### config.mk
export PLATFORM = sky130hd
export DESIGN_NAME = standby_mode_controller
export DESIGN_NICKNAME = d
export VERILOG_FILES = /design/src/common/standby_pkg.sv /design/src/standby_mode_controller.sv
export SDC_FILE = /design/constraint.sdc
export NUM_CORES = 1
export LEC_CHECK = 0
export ABC_AREA = 0
export BUFFER_PORTS_ARGS = -buffer_cell sky130_fd_sc_hd__buf_2
export CORE_ASPECT_RATIO = 0.6
export CORE_MARGIN = 1.5
export CORE_UTILIZATION = 50
export DETAILED_ROUTE_END_ITERATION = 10
export GPL_TIMING_DRIVEN = 0
export PLACE_DENSITY = 0.88
export SETUP_SLACK_MARGIN = 0.4
export SYNTH_ARGS = -nofsm -noshare
export SYNTH_HDL_FRONTEND = slang
export SYNTH_SLANG_ARGS = --single-unit
### constraint.sdc
create_clock -name clk -period 2.3 [get_ports clk]
set_clock_uncertainty 0.05 [all_clocks]
set_input_delay 0.23 -clock clk [delete_from_list [all_inputs] [get_ports clk]]
set_output_delay 0.23 -clock clk [all_outputs]
set_load 0.005 [all_outputs]
### src/common/standby_pkg.sv
package standby_pkg;
    // =====================================================
    // register byte addresses
    localparam logic [7:0] ADDR_SYS_CTRL_TWO = 8'h00;
    localparam logic [7:0] ADDR_IRQ_MASTER   = 8'h04;
    localparam logic [7:0] ADDR_IRQ_SRC_EN   = 8'h08;
    localparam logic [7:0] ADDR_IRQ_PENDING  = 8'h0C;
    localparam logic [7:0] ADDR_BASE_TICK    = 8'h10;
    localparam logic [7:0] ADDR_MODE_STATUS  = 8'h14;
    // =====================================================
    // sys_ctrl_two fields
    localparam int FAST_OSC_ON_BIT  = 7;
    localparam int SLOW_OSC_ON_BIT  = 6;
    localparam int MAIN_CLK_SEL_BIT = 5;
    localparam int CPU_PAUSE_BIT    = 4;
    localparam int TG_STOP_BIT      = 2;
    // base_tick_ctrl fields
    localparam int TICK_ON_BIT      = 3;
    localparam int TICK_SEL_LSB     = 0;
    // =====================================================
    // interrupt sources
    localparam int NUM_IRQ          = 8;
    localparam int ID_W             = 3;
    localparam logic [2:0] WDOG_IDX = 3'h0;
    localparam logic [2:0] TICK_IDX = 3'h6;
    localparam int NUM_TICK_SRC     = 4;
    localparam int TICK_SEL_W       = 2;
    // =====================================================
    // reset values and answers
    localparam logic       FAST_OSC_RST = 1'b1;
    localparam logic [1:0] RESP_OKAY    = 2'h0;
    localparam logic [1:0] RESP_SLVERR  = 2'h2;
    // =====================================================
    // operating mode codes shown in the status register
    localparam logic [2:0] OP_RUN_HIGH_SINGLE   = 3'h0;
    localparam logic [2:0] OP_RUN_HIGH_DUAL     = 3'h1;
    localparam logic [2:0] OP_RUN_LOW_XON       = 3'h2;
    localparam logic [2:0] OP_RUN_LOW_XOFF      = 3'h3;
    localparam logic [2:0] OP_CPU_PAUSE_HIGHCLK = 3'h4;
    localparam logic [2:0] OP_CPU_PAUSE_LOWCLK  = 3'h5;
    localparam logic [2:0] OP_TG_PAUSE_HIGHCLK  = 3'h6;
    localparam logic [2:0] OP_TG_PAUSE_LOWCLK   = 3'h7;

    typedef enum logic [1:0] {
        ST_RUN,
        ST_CPU_PAUSE,
        ST_TG_PAUSE
    } mode_type;
endpackage

### src/standby_mode_controller.sv
// Notes on behaviour
// - cpu pause halts cpu and wdog; peripherals keep their clock.
// - every pause keeps memory, registers, status word and port latches.
// - program counter stays two bytes past the entry instruction.
// - leaving cpu pause clears cpu_pause_req and restores prior mode.
// - reset ends any pause; afterwards run_high_single.
// - master enable 0: enabled interrupt wakes without being taken.
// - master enable 1: enabled interrupt wakes and is serviced.
// - wdog interrupt just before cpu pause is serviced; no pause.
// - timing-generator pause stops clocks except base_tick_timer.
// - leaving tg pause clears tg_stop_req and restores prior mode.
// - base_tick_on set at entry sets base_tick_irq latch.
// - product 0: selected tick falling edge wakes, no service.
// - product 1: selected tick falling edge wakes and services tick.
// - tg pause may end sooner than one full tick period.
// - wdog interrupt just before tg pause is serviced; no pause.
// - reset request when the selected clock's oscillator is disabled.
module standby_mode_controller (
    input  wire logic                               clk,
    input  wire logic                               nrst,
    input  wire logic [7:0]                         s_axi_awaddr,
    input  wire logic                               s_axi_awvalid,
    output logic                                    s_axi_awready,
    input  wire logic [31:0]                        s_axi_wdata,
    input  wire logic [3:0]                         s_axi_wstrb,
    input  wire logic                               s_axi_wvalid,
    output logic                                    s_axi_wready,
    output logic [1:0]                              s_axi_bresp,
    output logic                                    s_axi_bvalid,
    input  wire logic                               s_axi_bready,
    input  wire logic [7:0]                         s_axi_araddr,
    input  wire logic                               s_axi_arvalid,
    output logic                                    s_axi_arready,
    output logic [31:0]                             s_axi_rdata,
    output logic [1:0]                              s_axi_rresp,
    output logic                                    s_axi_rvalid,
    input  wire logic                               s_axi_rready,
    input  wire logic [standby_pkg::NUM_IRQ-1:0]    irq_req,
    input  wire logic [standby_pkg::NUM_TICK_SRC-1:0] tick_src,
    output logic                                    cpu_halt,
    output logic                                    wdog_halt,
    output logic                                    periph_clk_en,
    output logic                                    irq_take,
    output logic [standby_pkg::ID_W-1:0]            irq_take_id,
    output logic                                    fast_osc_en,
    output logic                                    slow_osc_en,
    output logic                                    main_clk_low,
    output logic                                    sys_reset_req
);
    // =====================================================
    // state
    typedef struct packed {
        logic                          aw_rdy;
        logic                          b_vld;
        logic [1:0]                    b_resp;
        logic                          ar_rdy;
        logic                          r_vld;
        logic [1:0]                    r_resp;
        logic [31:0]                   r_data;
        standby_pkg::mode_type         mode;
        logic                          fast_on;
        logic                          slow_on;
        logic                          clk_sel;
        logic                          pause_req;
        logic                          tg_req;
        logic                          master_en;
        logic [standby_pkg::NUM_IRQ-1:0] src_en;
        logic [standby_pkg::NUM_IRQ-1:0] pend;
        logic                          tick_on;
        logic [standby_pkg::TICK_SEL_W-1:0] tick_sel;
        logic                          tick_prev;
        logic                          take;
        logic [standby_pkg::ID_W-1:0]  take_id;
        logic                          halt;
        logic                          periph_en;
        logic                          rst_req;
    } state_type;

    state_type s;
    state_type next_s;

    function automatic logic [standby_pkg::ID_W-1:0] lowest(
        input logic [standby_pkg::NUM_IRQ-1:0] v);
        logic [standby_pkg::ID_W-1:0] r;
        r = '0;
        for (int i = standby_pkg::NUM_IRQ - 1; i >= 0; i--) begin
            if (v[i]) begin
                r = standby_pkg::ID_W'(i);
            end
        end
        return r;
    endfunction

    function automatic logic [2:0] op_code(input state_type x);
        logic [2:0] c;
        c = x.clk_sel ? (x.fast_on ? standby_pkg::OP_RUN_LOW_XON
                                   : standby_pkg::OP_RUN_LOW_XOFF)
                      : (x.slow_on ? standby_pkg::OP_RUN_HIGH_DUAL
                                   : standby_pkg::OP_RUN_HIGH_SINGLE);
        if (x.mode == standby_pkg::ST_CPU_PAUSE) begin
            c = x.clk_sel ? standby_pkg::OP_CPU_PAUSE_LOWCLK
                          : standby_pkg::OP_CPU_PAUSE_HIGHCLK;
        end else if (x.mode == standby_pkg::ST_TG_PAUSE) begin
            c = x.clk_sel ? standby_pkg::OP_TG_PAUSE_LOWCLK
                          : standby_pkg::OP_TG_PAUSE_HIGHCLK;
        end
        return c;
    endfunction

    logic                          wr_go;
    logic                          rd_go;
    logic                          tick_now;
    logic                          tick_fall;
    logic                          wdog_hit;
    logic [standby_pkg::NUM_IRQ-1:0] wake_vec;

    assign wr_go    = s.aw_rdy && s_axi_awvalid && s_axi_wvalid;
    assign rd_go    = s.ar_rdy && s_axi_arvalid;
    assign tick_now = tick_src[s.tick_sel];
    assign tick_fall = s.tick_prev && !tick_now;
    assign wdog_hit = s.pend[standby_pkg::WDOG_IDX] || irq_req[standby_pkg::WDOG_IDX];
    assign wake_vec = (s.pend | irq_req) & s.src_en;

    // =====================================================
    // next state
    always_comb begin
        next_s           = s;
        next_s.take      = 1'b0;
        next_s.tick_prev = tick_now;
        // hardware set wins over a software clear in the same cycle
        next_s.pend      = s.pend | irq_req;

        // bus: ready is raised one cycle after both channels are offered
        next_s.aw_rdy = s_axi_awvalid && s_axi_wvalid && !s.aw_rdy && !s.b_vld;
        next_s.ar_rdy = s_axi_arvalid && !s.ar_rdy && !s.r_vld;
        if (s.b_vld && s_axi_bready) begin
            next_s.b_vld = 1'b0;
        end
        if (s.r_vld && s_axi_rready) begin
            next_s.r_vld = 1'b0;
        end

        if (wr_go) begin
            next_s.b_vld  = 1'b1;
            next_s.b_resp = standby_pkg::RESP_OKAY;
            case (s_axi_awaddr)
                standby_pkg::ADDR_SYS_CTRL_TWO: begin
                    if (s_axi_wstrb[0]) begin
                        next_s.fast_on = s_axi_wdata[standby_pkg::FAST_OSC_ON_BIT];
                        next_s.slow_on = s_axi_wdata[standby_pkg::SLOW_OSC_ON_BIT];
                        next_s.clk_sel = s_axi_wdata[standby_pkg::MAIN_CLK_SEL_BIT];
                        if (s.mode == standby_pkg::ST_RUN) begin
                            // cpu pause wins if both are requested together
                            if (s_axi_wdata[standby_pkg::CPU_PAUSE_BIT] ||
                                s_axi_wdata[standby_pkg::TG_STOP_BIT]) begin
                                if (wdog_hit) begin
                                    next_s.take    = 1'b1;
                                    next_s.take_id = standby_pkg::WDOG_IDX;
                                    next_s.pend[standby_pkg::WDOG_IDX] = 1'b0;
                                end else if (s_axi_wdata[standby_pkg::CPU_PAUSE_BIT]) begin
                                    next_s.mode      = standby_pkg::ST_CPU_PAUSE;
                                    next_s.pause_req = 1'b1;
                                end else begin
                                    next_s.mode   = standby_pkg::ST_TG_PAUSE;
                                    next_s.tg_req = 1'b1;
                                    if (s.tick_on) begin
                                        next_s.pend[standby_pkg::TICK_IDX] = 1'b1;
                                    end
                                end
                            end
                        end
                    end
                end
                standby_pkg::ADDR_IRQ_MASTER: begin
                    if (s_axi_wstrb[0]) begin
                        next_s.master_en = s_axi_wdata[0];
                    end
                end
                standby_pkg::ADDR_IRQ_SRC_EN: begin
                    if (s_axi_wstrb[0]) begin
                        next_s.src_en = s_axi_wdata[standby_pkg::NUM_IRQ-1:0];
                    end
                end
                standby_pkg::ADDR_IRQ_PENDING: begin
                    if (s_axi_wstrb[0]) begin
                        next_s.pend = s_axi_wdata[standby_pkg::NUM_IRQ-1:0] | irq_req;
                    end
                end
                standby_pkg::ADDR_BASE_TICK: begin
                    if (s_axi_wstrb[0]) begin
                        next_s.tick_on  = s_axi_wdata[standby_pkg::TICK_ON_BIT];
                        next_s.tick_sel = s_axi_wdata[standby_pkg::TICK_SEL_LSB +:
                                                      standby_pkg::TICK_SEL_W];
                    end
                end
                standby_pkg::ADDR_MODE_STATUS: begin
                end
                default: begin
                    next_s.b_resp = standby_pkg::RESP_SLVERR;
                end
            endcase
        end

        // =================================================
        // pause release
        case (s.mode)
            standby_pkg::ST_RUN: begin
            end
            standby_pkg::ST_CPU_PAUSE: begin
                if (|wake_vec) begin
                    next_s.mode      = standby_pkg::ST_RUN;
                    next_s.pause_req = 1'b0;
                    if (s.master_en) begin
                        next_s.take    = 1'b1;
                        next_s.take_id = lowest(wake_vec);
                        next_s.pend[lowest(wake_vec)] = irq_req[lowest(wake_vec)];
                    end
                    // else resume at the next instruction, latch left set
                end
            end
            standby_pkg::ST_TG_PAUSE: begin
                // release is on the edge itself, not a full tick period
                if (tick_fall) begin
                    next_s.mode   = standby_pkg::ST_RUN;
                    next_s.tg_req = 1'b0;
                    if (s.master_en && s.src_en[standby_pkg::TICK_IDX] && s.tick_on) begin
                        next_s.take    = 1'b1;
                        next_s.take_id = standby_pkg::TICK_IDX;
                        next_s.pend[standby_pkg::TICK_IDX] =
                            irq_req[standby_pkg::TICK_IDX];
                    end
                    // product 0: wake only
                end
            end
            default: begin
                next_s.mode = standby_pkg::ST_RUN;
            end
        endcase

        // any pause holds cpu state and pc: the cpu simply gets no clock
        next_s.halt      = next_s.mode != standby_pkg::ST_RUN;
        next_s.periph_en = next_s.mode != standby_pkg::ST_TG_PAUSE;
        next_s.rst_req   = (!next_s.fast_on && !next_s.slow_on) ||
                           (!next_s.clk_sel && !next_s.fast_on) ||
                           (next_s.clk_sel && !next_s.slow_on);

        if (rd_go) begin
            next_s.r_vld  = 1'b1;
            next_s.r_resp = standby_pkg::RESP_OKAY;
            next_s.r_data = '0;
            case (s_axi_araddr)
                standby_pkg::ADDR_SYS_CTRL_TWO: begin
                    next_s.r_data[standby_pkg::FAST_OSC_ON_BIT]  = s.fast_on;
                    next_s.r_data[standby_pkg::SLOW_OSC_ON_BIT]  = s.slow_on;
                    next_s.r_data[standby_pkg::MAIN_CLK_SEL_BIT] = s.clk_sel;
                    next_s.r_data[standby_pkg::CPU_PAUSE_BIT]    = s.pause_req;
                    next_s.r_data[standby_pkg::TG_STOP_BIT]      = s.tg_req;
                end
                standby_pkg::ADDR_IRQ_MASTER: begin
                    next_s.r_data[0] = s.master_en;
                end
                standby_pkg::ADDR_IRQ_SRC_EN: begin
                    next_s.r_data[standby_pkg::NUM_IRQ-1:0] = s.src_en;
                end
                standby_pkg::ADDR_IRQ_PENDING: begin
                    next_s.r_data[standby_pkg::NUM_IRQ-1:0] = s.pend;
                end
                standby_pkg::ADDR_BASE_TICK: begin
                    next_s.r_data[standby_pkg::TICK_ON_BIT] = s.tick_on;
                    next_s.r_data[standby_pkg::TICK_SEL_LSB +:
                                  standby_pkg::TICK_SEL_W] = s.tick_sel;
                end
                standby_pkg::ADDR_MODE_STATUS: begin
                    next_s.r_data[2:0] = op_code(s);
                end
                default: begin
                    next_s.r_resp = standby_pkg::RESP_SLVERR;
                end
            endcase
        end
    end

    // reset lands in run_high_single and ends any pause
    always_ff @(posedge clk or negedge nrst) begin
        if (!nrst) begin
            s         <= '0;
            s.fast_on <= standby_pkg::FAST_OSC_RST;
            s.halt    <= 1'b0;
            s.periph_en <= 1'b1;
        end else begin
            s <= next_s;
        end
    end

    // =====================================================
    // outputs
    assign s_axi_awready = s.aw_rdy;
    assign s_axi_wready  = s.aw_rdy;
    assign s_axi_bvalid  = s.b_vld;
    assign s_axi_bresp   = s.b_resp;
    assign s_axi_arready = s.ar_rdy;
    assign s_axi_rvalid  = s.r_vld;
    assign s_axi_rresp   = s.r_resp;
    assign s_axi_rdata   = s.r_data;
    assign cpu_halt      = s.halt;
    assign wdog_halt     = s.halt;
    assign periph_clk_en = s.periph_en;
    assign irq_take      = s.take;
    assign irq_take_id   = s.take_id;
    assign fast_osc_en   = s.fast_on;
    assign slow_osc_en   = s.slow_on;
    assign main_clk_low  = s.clk_sel;
    assign sys_reset_req = s.rst_req;
endmodule

==> impl_metrics.py, run 1 <==
metrics = {
    "floorplanning": {
        "rows": 22,
        "start_util_pct": 52.2,
        "design.core.area_um2": 6140,
        "die_h_um": 65.0,
        "die-area_um2": 6920,
        "io_pins": 123,
        "die_x_um": 106,
    },
    "cts": {
        "h-tree-depth": 2,
        "clockRootBuffer": "clkbuf_8",
        "cts_buffers": 5,
        "clkTransAtPathRegs_ns": 0.10,
        "cts_sinks": 49,
        "tritoncts": "built",
        "clockBufferDepth": 2,
        "clk_latency_ns": 0.31,
    },
    "global_routing": {
        "grt_pass1_wl_mm": 15.1,
        "globalRoute.totalOverflow": 0,
        "grtUsageTotal_pct": 28.6,
        "grt_pass1_vias": 2875,
        "grt_max_degree": 50,
        "antenna_found_initial": 0,
    },
    "synth": {
        "ys_ff_latch": 49,
        "ys_async_sr_fraction_pct": 100,
        "synthDistinctLibCells": 61,
        "syn_inst": 340,
        "synth-edff-count": 0,
        "ys.warnings.count": 0,
        "synth_top_cell_by_area": "dfrtp_1",
        "syn-cell-area_um2": 3210,
        "syn_avg_cell_area_um2": 9.43,
        "synthFlopType": "dfrtp_1",
        "synth-seq-area-share_pct": 38.3,
        "synth_top_area_share_pct": 36.7,
        "synth_area_leaders": "dfrtp_1 37%, buf_4 9.6%, mux2_2 6.0%",
    },
    "sta": {
        "layout_setup_ws_ns": 0.231,
        "setup_viol": 0,
        "worst_pin_slew_ns": 1.14,
        "fmax_ghz": 0.483,
        "rsz0062_at_grt": "yes",
        "finalCritPeriodShare_pct": 89.9,
        "finalCriticalPeriod_ns": 2.07,
        "relSlewSlack_pct": 23.7,
        "slew_viol_final": 0,
        "fin_hold_ws_ns": 0.0351,
        "finalHoldViolations": 0,
    },
    "critical_path": {
        "arrival_ns": 2.23,
        "crit_path_max_fanout": 4,
        "critPathMaxStageDelay_ns": 0.45,
        "critPathKind": "register to register",
        "required_ns": 2.46,
        "crit_slowest_cell": "dfrtp_2",
        "cp-start-kind": "register",
        "worst_setup_path_end_kind": "register",
        "worstPathCellList": "o21a_1, o211a_1, o211ai_1, nand3_1, a2bb2oi_4, mux2_4",
    },
    "outcome": {
        "status": "finished clean",
    },
    "finish": {
        "final_common_cell": "buf_4",
        "stdcell_area_um2": 4480,
        "final_cell_mix": "70 x buf_4, 66 x buf_2, 45 x dfrtp_1",
        "stdcell_count": 557,
        "nets": 547,
        "nFillCells": 454,
        "multi_input_area_um2": 2060,
        "seq_area_um2": 1230,
        "synthToLayoutAreaGrowth_pct": 39.7,
        "n_antenna_cell": 0,
        "layout-drive-gt1-share_pct": 48.0,
    },
    "detailed_routing": {
        "wire_per_inst_um": 18.7,
        "ant_nets": 0,
        "via_per_inst": 5.76,
        "vias": 3206,
        "drt_iter0_markers": 244,
        "drc": 0,
        "drt_wl_total_mm": 10.4,
        "first_pass_iters": 5,
    },
    "placed_design": {
        "pre_cts_ws_ns": -0.247,
        "place_hpwl_mm": 6.92,
        "io_buffers": 66,
        "place_area_um2": 3740,
        "dp_cells": 515,
        "place.gp.congestion": 1.09,
    },
    "pwr": {
        "power.leakage_nw": 2.12,
        "total_power_mw": 1.75,
        "ir_worst_vdd_mv": 0.347,
        "power_density_nw_per_um2": 390,
    },
    "worst_hold_path": {
        "hp-class": "input pin to register",
    },
    "flow_run": {
        "max-cap-violations": 0,
    },
}
## cells by family after synthesis
| family | share of synthesized area, % |
|---|---|
| AND/OR/NAND/NOR | 18.0 |
| AO/OA/AOI/OAI | 21.6 |
| buffers and inverters | 11.7 |
| flip-flops | 38.3 |
| multiplexers | 8.39 |
| adder cells (fa/ha/maj) | 1.56 |
| other | 0.117 |
| XOR/XNOR | 0.273 |
## metal layers
layer / global-route usage (%) / share of wire (%)
met1: 41.5 / 43
met2: 43.1 / 45
met3: 7.34 / 11
met4: 5.41 / 1.4
met5: 0 / 0
## cell usage after synthesis, types with 3 or more instances
library cell  count
dfrtp_1          47
buf_4            41
nand2_1          27
o21ai_0          22
nor2_1           20
mux2_2           17
a21oi_1          14
inv_1            10
a22o_1            9
nand3_1           9
a31oi_1           8
clkbuf_1          8
nor3_1            8
nor2b_1           7
nor4_1            7
o21a_1            6
a22oi_1           5
a2bb2oi_1         4
ha_1              4
mux2i_1           4
o211ai_1          4
o21ai_1           4
a221oi_1          3
or2_1             3
or4_1             3
## layout make-up
class,instances,share of cell area [%]
multi-input cells,257,46.0
repair buffers,100,13.5
well taps,84,2.35
clock inverters,3,0.559
plain buffers,49,7.74
inverters,10,0.838
flip-flops and latches,49,27.5
clock buffers,5,1.54
## per-stage QoR
stage	util (%)	setup TNS, ns
finish	72.9	0
floorplan	-	0
detailed placement	60.9	-1.93
global placement	60.9	-1.08
CTS	68.2	0
global route	72.9	0
## flip-flops by register name, indices dropped and copies added, names as in the netlist
register / count
cpu_halt: 1
fast_osc_en: 1
irq_take: 1
irq_take_id: 3
main_clk_low: 1
periph_clk_en: 1
s: 25
s_axi_arready: 1
s_axi_awready: 1
s_axi_bresp: 1
s_axi_bvalid: 1
s_axi_rdata: 8
s_axi_rresp: 1
s_axi_rvalid: 1
slow_osc_en: 1
sys_reset_req: 1
## what timing repair did
| item | CTS | global route |
|---|---|---|
| hold buffers | 0 | 0 |
| endpoints found under the setup margin | 36 | 33 |
| setup buffers | 21 | 13 |
| pin swaps | 16 | 15 |
| gates resized for setup | 52 | 36 |
## power breakdown
group          internal, mW  switching, mW  total [mW]
Combinational         0.133          0.158       0.291
Sequential            0.884         0.0187       0.902
Clock                 0.221          0.334       0.555
Total                  1.24          0.511        1.75
## critical path: cells and delay by family (launching register included)
kind | cells | cell delay [ns]
flops | 1 | 0.45
mux | 1 | 0.27
compound gates | 4 | 0.95
simple gates | 1 | 0.24
## final timing paths
path	cells after the start	endpoint	start	slack, ns
max	6	s[18]	s[17]	0.23
min in group asynchronous	1	s[15]	nrst	0.09
max in group asynchronous	1	s[17]	nrst	1.35
min reg2reg	1	s_axi_awready	s_axi_bvalid	0.44
max reg2reg	6	s[18]	s[17]	0.23
min	2	s_axi_bvalid	s_axi_bready	0.04
(Power assumes the default switching activity.)
==> run 2, diff against run 1 <==
--- a/config.mk
+++ b/config.mk
@@ -9,10 +9,10 @@
 export BUFFER_PORTS_ARGS = -buffer_cell sky130_fd_sc_hd__buf_2
 export CORE_ASPECT_RATIO = 0.6
 export CORE_MARGIN = 1.5
-export CORE_UTILIZATION = 50
+export CORE_UTILIZATION = 53
 export DETAILED_ROUTE_END_ITERATION = 10
 export GPL_TIMING_DRIVEN = 0
-export PLACE_DENSITY = 0.88
+export PLACE_DENSITY = 0.93
 export SETUP_SLACK_MARGIN = 0.4
 export SYNTH_ARGS = -nofsm -noshare
 export SYNTH_HDL_FRONTEND = slang
==> constraint.sdc (replaced) <==
create_clock -name clk -period 2.62 [get_ports clk]
set_clock_uncertainty 0.05 [all_clocks]
set_input_delay 0.262 -clock clk [delete_from_list [all_inputs] [get_ports clk]]
set_output_delay 0.262 -clock clk [all_outputs]
set_load 0.005 [all_outputs]
==> impl_metrics.py, run 2 (synthesized netlist as in run 1, its figures left out) <==
metrics = {
    "cts": {
        "clkTransAtPathRegs_ns": 0.10,
        "tritoncts": "built",
        "cts_sinks": 49,
        "clockBufferDepth": 2,
        "clockRootBuffer": "clkbuf_8",
        "cts_buffers": 5,
        "clk_latency_ns": 0.30,
        "h-tree-depth": 2,
    },
    "critical_path": {
        "cp-start-kind": "register",
        "ff2ff_path_depth": 6,
        "rrSetupSlack_ns": 0.39,
        "critPathMaxStageDelay_ns": 0.47,
        "required_ns": 2.77,
        "critPathKind": "register to register",
        "crit_slowest_cell": "dfrtp_1",
        "arrival_ns": 2.38,
        "crit_path_max_fanout": 10,
        "worst_setup_path_end_kind": "register",
        "startpoint": "s[17]",
        "worstPathCellList": "o21a_1, o211a_1, o22ai_4, nor3b_2, nand2_1, mux2_4",
        "r2r-start": "s[17]",
        "timing.rr.end": "s[18]",
        "crit_end": "s[18]",
    },
    "sta": {
        "worst_pin_slew_ns": 1.09,
        "layout_setup_ws_ns": 0.388,
        "finalHoldViolations": 0,
        "finalCriticalPeriod_ns": 2.23,
        "rsz0062_at_grt": "yes",
        "fmax_ghz": 0.448,
        "setup_viol": 0,
        "finalCritPeriodShare_pct": 85.2,
        "relSlewSlack_pct": 27.4,
        "slew_viol_final": 0,
        "setup-tns-final_ns": 0,
    },
    "finish": {
        "regMostFlops": "s",
        "n_antenna_cell": 0,
        "stdcell_count": 527,
        "layout-drive-gt1-share_pct": 38.3,
        "final_cell_mix": "66 x buf_2, 49 x buf_4, 47 x dfrtp_1",
        "largest_register_ffs": 25,
        "synthToLayoutAreaGrowth_pct": 24.5,
        "final_common_cell": "buf_2",
        "nets": 521,
    },
    "floorplanning": {
        "die_h_um": 63.2,
        "die-area_um2": 6540,
        "rows": 21,
        "io_pins": 123,
        "start_util_pct": 56.2,
        "die_x_um": 103,
        "design.core.area_um2": 5700,
    },
    "placed_design": {
        "io_buffers": 66,
        "pre_cts_ws_ns": 0.0601,
        "place_hpwl_mm": 7.07,
        "dp_cells": 511,
        "place.gp.congestion": 0.947,
    },
    "global_routing": {
        "antenna_found_initial": 0,
        "globalRoute.totalOverflow": 0,
        "grt_pass1_wl_mm": 14.4,
        "grt_pass1_vias": 2839,
        "grtUsageTotal_pct": 29.0,
        "grt_max_degree": 50,
    },
    "pwr": {
        "ir_worst_vdd_mv": 0.414,
        "power.leakage_nw": 1.90,
        "power_density_nw_per_um2": 400,
    },
    "detailed_routing": {
        "drt_wl_total_mm": 9.20,
        "first_pass_iters": 6,
        "vias": 3074,
        "drt_iter0_markers": 279,
        "drc": 0,
        "wire_per_inst_um": 17.4,
        "via_per_inst": 5.83,
        "ant_nets": 0,
    },
    "flow_run": {
        "max-cap-violations": 0,
    },
    "worst_hold_path": {
        "hp-class": "input pin to register",
    },
    "outcome": {
        "status": "finished clean",
    },
}
==> run 2: cell count changes in the layout (fill, tap and decap cells not counted), moves of 3 or more <==
cell | before | now
buf_4 | 70 | 49
buf_6 | 6 | 0
mux2_2 | 14 | 17
mux2_4 | 4 | 1
nor2_1 | 15 | 18
nor2_4 | 3 | 0
nor3_1 | 4 | 7
nor3_2 | 3 | 0
o21ai_4 | 3 | 0
==> run 2: metrics by stage <==
stage	hold slack (ns)	utilization, %	total power, mW	cell area, um^2
after floorplan	-0.0836	-	0.920	3300
after global placement	0.388	65.4	1.01	3730
after detailed placement	0.401	65.4	1.02	3730
after CTS	0.0869	68.8	1.59	3920
after global routing	0.118	70.0	1.66	3990
final	0.0800	70.0	1.59	3990
==> run 2: layout make-up <==
type / count / area [um^2]
multi-input cells: 257 / 1770
fillers: 447 / 1710
flip-flops and latches: 49 / 1230
repair buffers: 74 / 390
plain buffers: 49 / 339
well taps: 80 / 100
clock buffers: 6 / 82.6
clock inverters: 2 / 37.5
inverters: 10 / 37.5
==> run 2: power breakdown <==
group / switching, mW / total [mW] / internal, mW
clock network: 0.267 / 0.578 / 0.311
logic: 0.120 / 0.225 / 0.104
registers: 0.0169 / 0.792 / 0.775
total: 0.404 / 1.59 / 1.19
==> run 2: worst min path at each step <==
| stage | start | endpoint | depth (start not counted) |
|---|---|---|---|
| 3_5_place_dp | s_axi_arready | s_axi_arready | 1 |
| 4_1_cts | s_axi_bready | s_axi_bvalid | 2 |
| 5_1_grt | s_axi_rready | s_axi_rvalid | 2 |
| 3_3_place_gp | s_axi_rvalid | s_axi_arready | 1 |
| 6_report | s_axi_bready | s_axi_bvalid | 2 |
| 2_1_floorplan | nrst | cpu_halt | 0 |
==> run 2: timing repair <==
action                                  in CTS  in global routing
resized for setup                           12                 12
hold buffers                                 0                  0
pin swaps                                    1                  3
endpoints found under the setup margin      21                 10
setup buffers                                4                  4
==> run 2: routing by layer <==
metal	vias to the layer above	routed length, um	global-route usage [%]
li1	1412	-	-
met1	1484	4030	44.2
met5	-	0	0
met3	16	1060	7.66
met2	162	4020	40.8
met4	0	95	6.25
==> run 2: critical path: cells and delay by family, from the launching register on <==
kind / cells / cell delay [ns]
AOI/OAI and AO/OA: 3 / 0.78
DFF: 1 / 0.47
muxes: 1 / 0.31
and+or+nand+nor: 2 / 0.52
==> run 3, diff against run 2 <==
--- a/config.mk
+++ b/config.mk
@@ -7,9 +7,11 @@
 export LEC_CHECK = 0
 export ABC_AREA = 0
 export BUFFER_PORTS_ARGS = -buffer_cell sky130_fd_sc_hd__buf_2
+export CELL_PAD_IN_SITES_DETAIL_PLACEMENT = 0
+export CELL_PAD_IN_SITES_GLOBAL_PLACEMENT = 2
 export CORE_ASPECT_RATIO = 0.6
 export CORE_MARGIN = 1.5
-export CORE_UTILIZATION = 53
+export CORE_UTILIZATION = 31
 export DETAILED_ROUTE_END_ITERATION = 10
 export GPL_TIMING_DRIVEN = 0
 export PLACE_DENSITY = 0.93
==> impl_metrics.py, run 3 (synthesized netlist as in run 1, its figures left out) <==
metrics = {
    "critical_path": {
        "cp_num_buf_inv": 0,
        "r2r-start": "s[13]",
        "critPathMaxStageDelay_ns": 0.64,
        "timing.rr.end": "s[18]",
        "arrival_ns": 2.37,
        "crit_cells": 6,
        "startpoint": "s[13]",
        "critPathKind": "register to register",
        "cpLargestDelayFamily": "simple AND/OR/NAND/NOR gates",
        "rrSetupSlack_ns": 0.38,
        "crit_slowest_cell": "or4_1",
        "cp-start-kind": "register",
        "worstPathCellList": "o21ai_1, nand2_2, or4_1, nand2b_1, a2bb2oi_1, mux2_4",
        "worst_setup_path_end_kind": "register",
        "crit_end": "s[18]",
        "crit_path_max_fanout": 7,
        "required_ns": 2.75,
        "ff2ff_path_depth": 6,
    },
    "global_routing": {
        "grt_pass1_wl_mm": 15.3,
        "antenna_found_initial": 0,
        "grt_max_degree": 50,
        "grt_pass1_vias": 2639,
        "globalRoute.totalOverflow": 0,
        "grtUsageTotal_pct": 18.6,
    },
    "detailed_routing": {
        "via_per_inst": 5.00,
        "vias": 2905,
        "first_pass_iters": 5,
        "drt_wl_total_mm": 9.60,
        "wl_met2_mm": 3.65,
        "wl_met3_um": 831,
        "ant_nets": 0,
        "routed.top_layer": "met4",
        "drc": 0,
        "wire_per_inst_um": 16.5,
        "wl_met1_mm": 5.07,
        "drt_iter0_markers": 144,
    },
    "sta": {
        "worst_pin_slew_ns": 1.15,
        "finalCriticalPeriod_ns": 2.24,
        "setup_viol": 0,
        "slew_viol_final": 0,
        "finalHoldViolations": 0,
        "finalCritPeriodShare_pct": 85.4,
        "setup-tns-final_ns": 0,
        "relSlewSlack_pct": 23.0,
        "fmax_ghz": 0.447,
        "rsz0062_at_grt": "yes",
    },
    "floorplanning": {
        "rows": 28,
        "start_util_pct": 32.2,
        "design.core.area_um2": 9950,
        "die-area_um2": 11000,
        "die_h_um": 81.8,
        "io_pins": 123,
        "die_x_um": 134,
    },
    "placed_design": {
        "place_hpwl_mm": 7.69,
        "dp_cells": 566,
        "place.gp.congestion": 0.935,
        "io_buffers": 66,
    },
    "cts": {
        "tritoncts": "built",
        "cts_buffers": 5,
        "clk_latency_ns": 0.29,
        "cts_sinks": 49,
        "clkTransAtPathRegs_ns": 0.07,
        "h-tree-depth": 2,
        "ctsHoldBuffers": 0,
        "clockBufferDepth": 2,
        "clockRootBuffer": "clkbuf_16",
    },
    "flow_run": {
        "max-cap-violations": 0,
    },
    "finish": {
        "layout-drive-gt1-share_pct": 37.0,
        "regMostFlops": "s",
        "nets": 520,
        "final_common_cell": "buf_2",
        "n_antenna_cell": 0,
        "stdcell_count": 581,
        "synthToLayoutAreaGrowth_pct": 27.4,
        "nFillCells": 1025,
        "final_cell_mix": "66 x buf_2, 47 x buf_4, 47 x dfrtp_1",
        "largest_register_ffs": 25,
    },
    "worst_hold_path": {
        "hp-class": "input pin to register",
    },
    "outcome": {
        "status": "finished clean",
    },
    "pwr": {
        "power_density_nw_per_um2": 407,
        "power.leakage_nw": 1.93,
        "ir_worst_vdd_mv": 0.264,
    },
}
run 3: cell type report:
class | count | area, um^2 | area share, %
tap | 135 | 169 | 4.14
timing repair buffer | 73 | 395 | 9.68
inverter | 10 | 37.5 | 0.919
multi-input combinational | 257 | 1780 | 43.5
clock buffer | 7 | 133 | 3.25
clock inverter | 1 | 5.00 | 0.123
sequential | 49 | 1230 | 30.1
buffer | 49 | 339 | 8.30
run 3: how the worst min path moves through the flow:
stage               slack [ns]          from  cells after the start             to
CTS                       0.08  s_axi_bready                      2   s_axi_bvalid
global route              0.09  s_axi_bready                      2   s_axi_bvalid
floorplan                -0.08          nrst                      0       cpu_halt
global placement          0.39  s_axi_rvalid                      1  s_axi_arready
detailed placement        0.39  s_axi_rvalid                      1  s_axi_arready
finish                    0.09  s_axi_bready                      2   s_axi_bvalid
run 3: metal layers:
metal / GRT usage [%] / vias to the layer above
met4: 3.23 / 0
met1: 29.5 / 1389
li1: - / 1407
met3: 4.88 / 5
met2: 24.5 / 104
met5: 0 / -
run 3: per-stage QoR:
stage / util (%) / power, mW / setup WS, ns / hold slack, ns / instance area (um^2)
after floorplan: - / 0.920 / 0.455 / -0.0836 / 3300
after global placement: 38.2 / 1.02 / 0.00756 / 0.390 / 3800
after detailed placement: 38.2 / 1.02 / 0.0517 / 0.392 / 3800
after CTS: 40.2 / 1.67 / 0.406 / 0.0815 / 4000
after global routing: 41.0 / 1.75 / 0.299 / 0.0899 / 4080
final: 41.0 / 1.66 / 0.383 / 0.0871 / 4080
run 3: repair_timing:
item / in CTS / in global routing
gates resized for setup: 11 / 14
setup buffers: 1 / 6
setup endpoints to repair: 21 / 17
cloned: 0 / 0
pin swaps: 1 / 3
run 3: power breakdown:
group	total, mW	internal [mW]	switching, mW
sequential	0.793	0.776	0.0169
clock	0.643	0.354	0.289
combinational	0.225	0.105	0.120
run 3: worst register-to-register path: cells and delay by family (launching register included):
| family | cells | cell delay, ns |
|---|---|---|
| AO/OA/AOI/OAI | 2 | 0.41 |
| flip-flops | 1 | 0.41 |
| AND/OR/NAND/NOR | 3 | 0.97 |
| multiplexers | 1 | 0.29 |
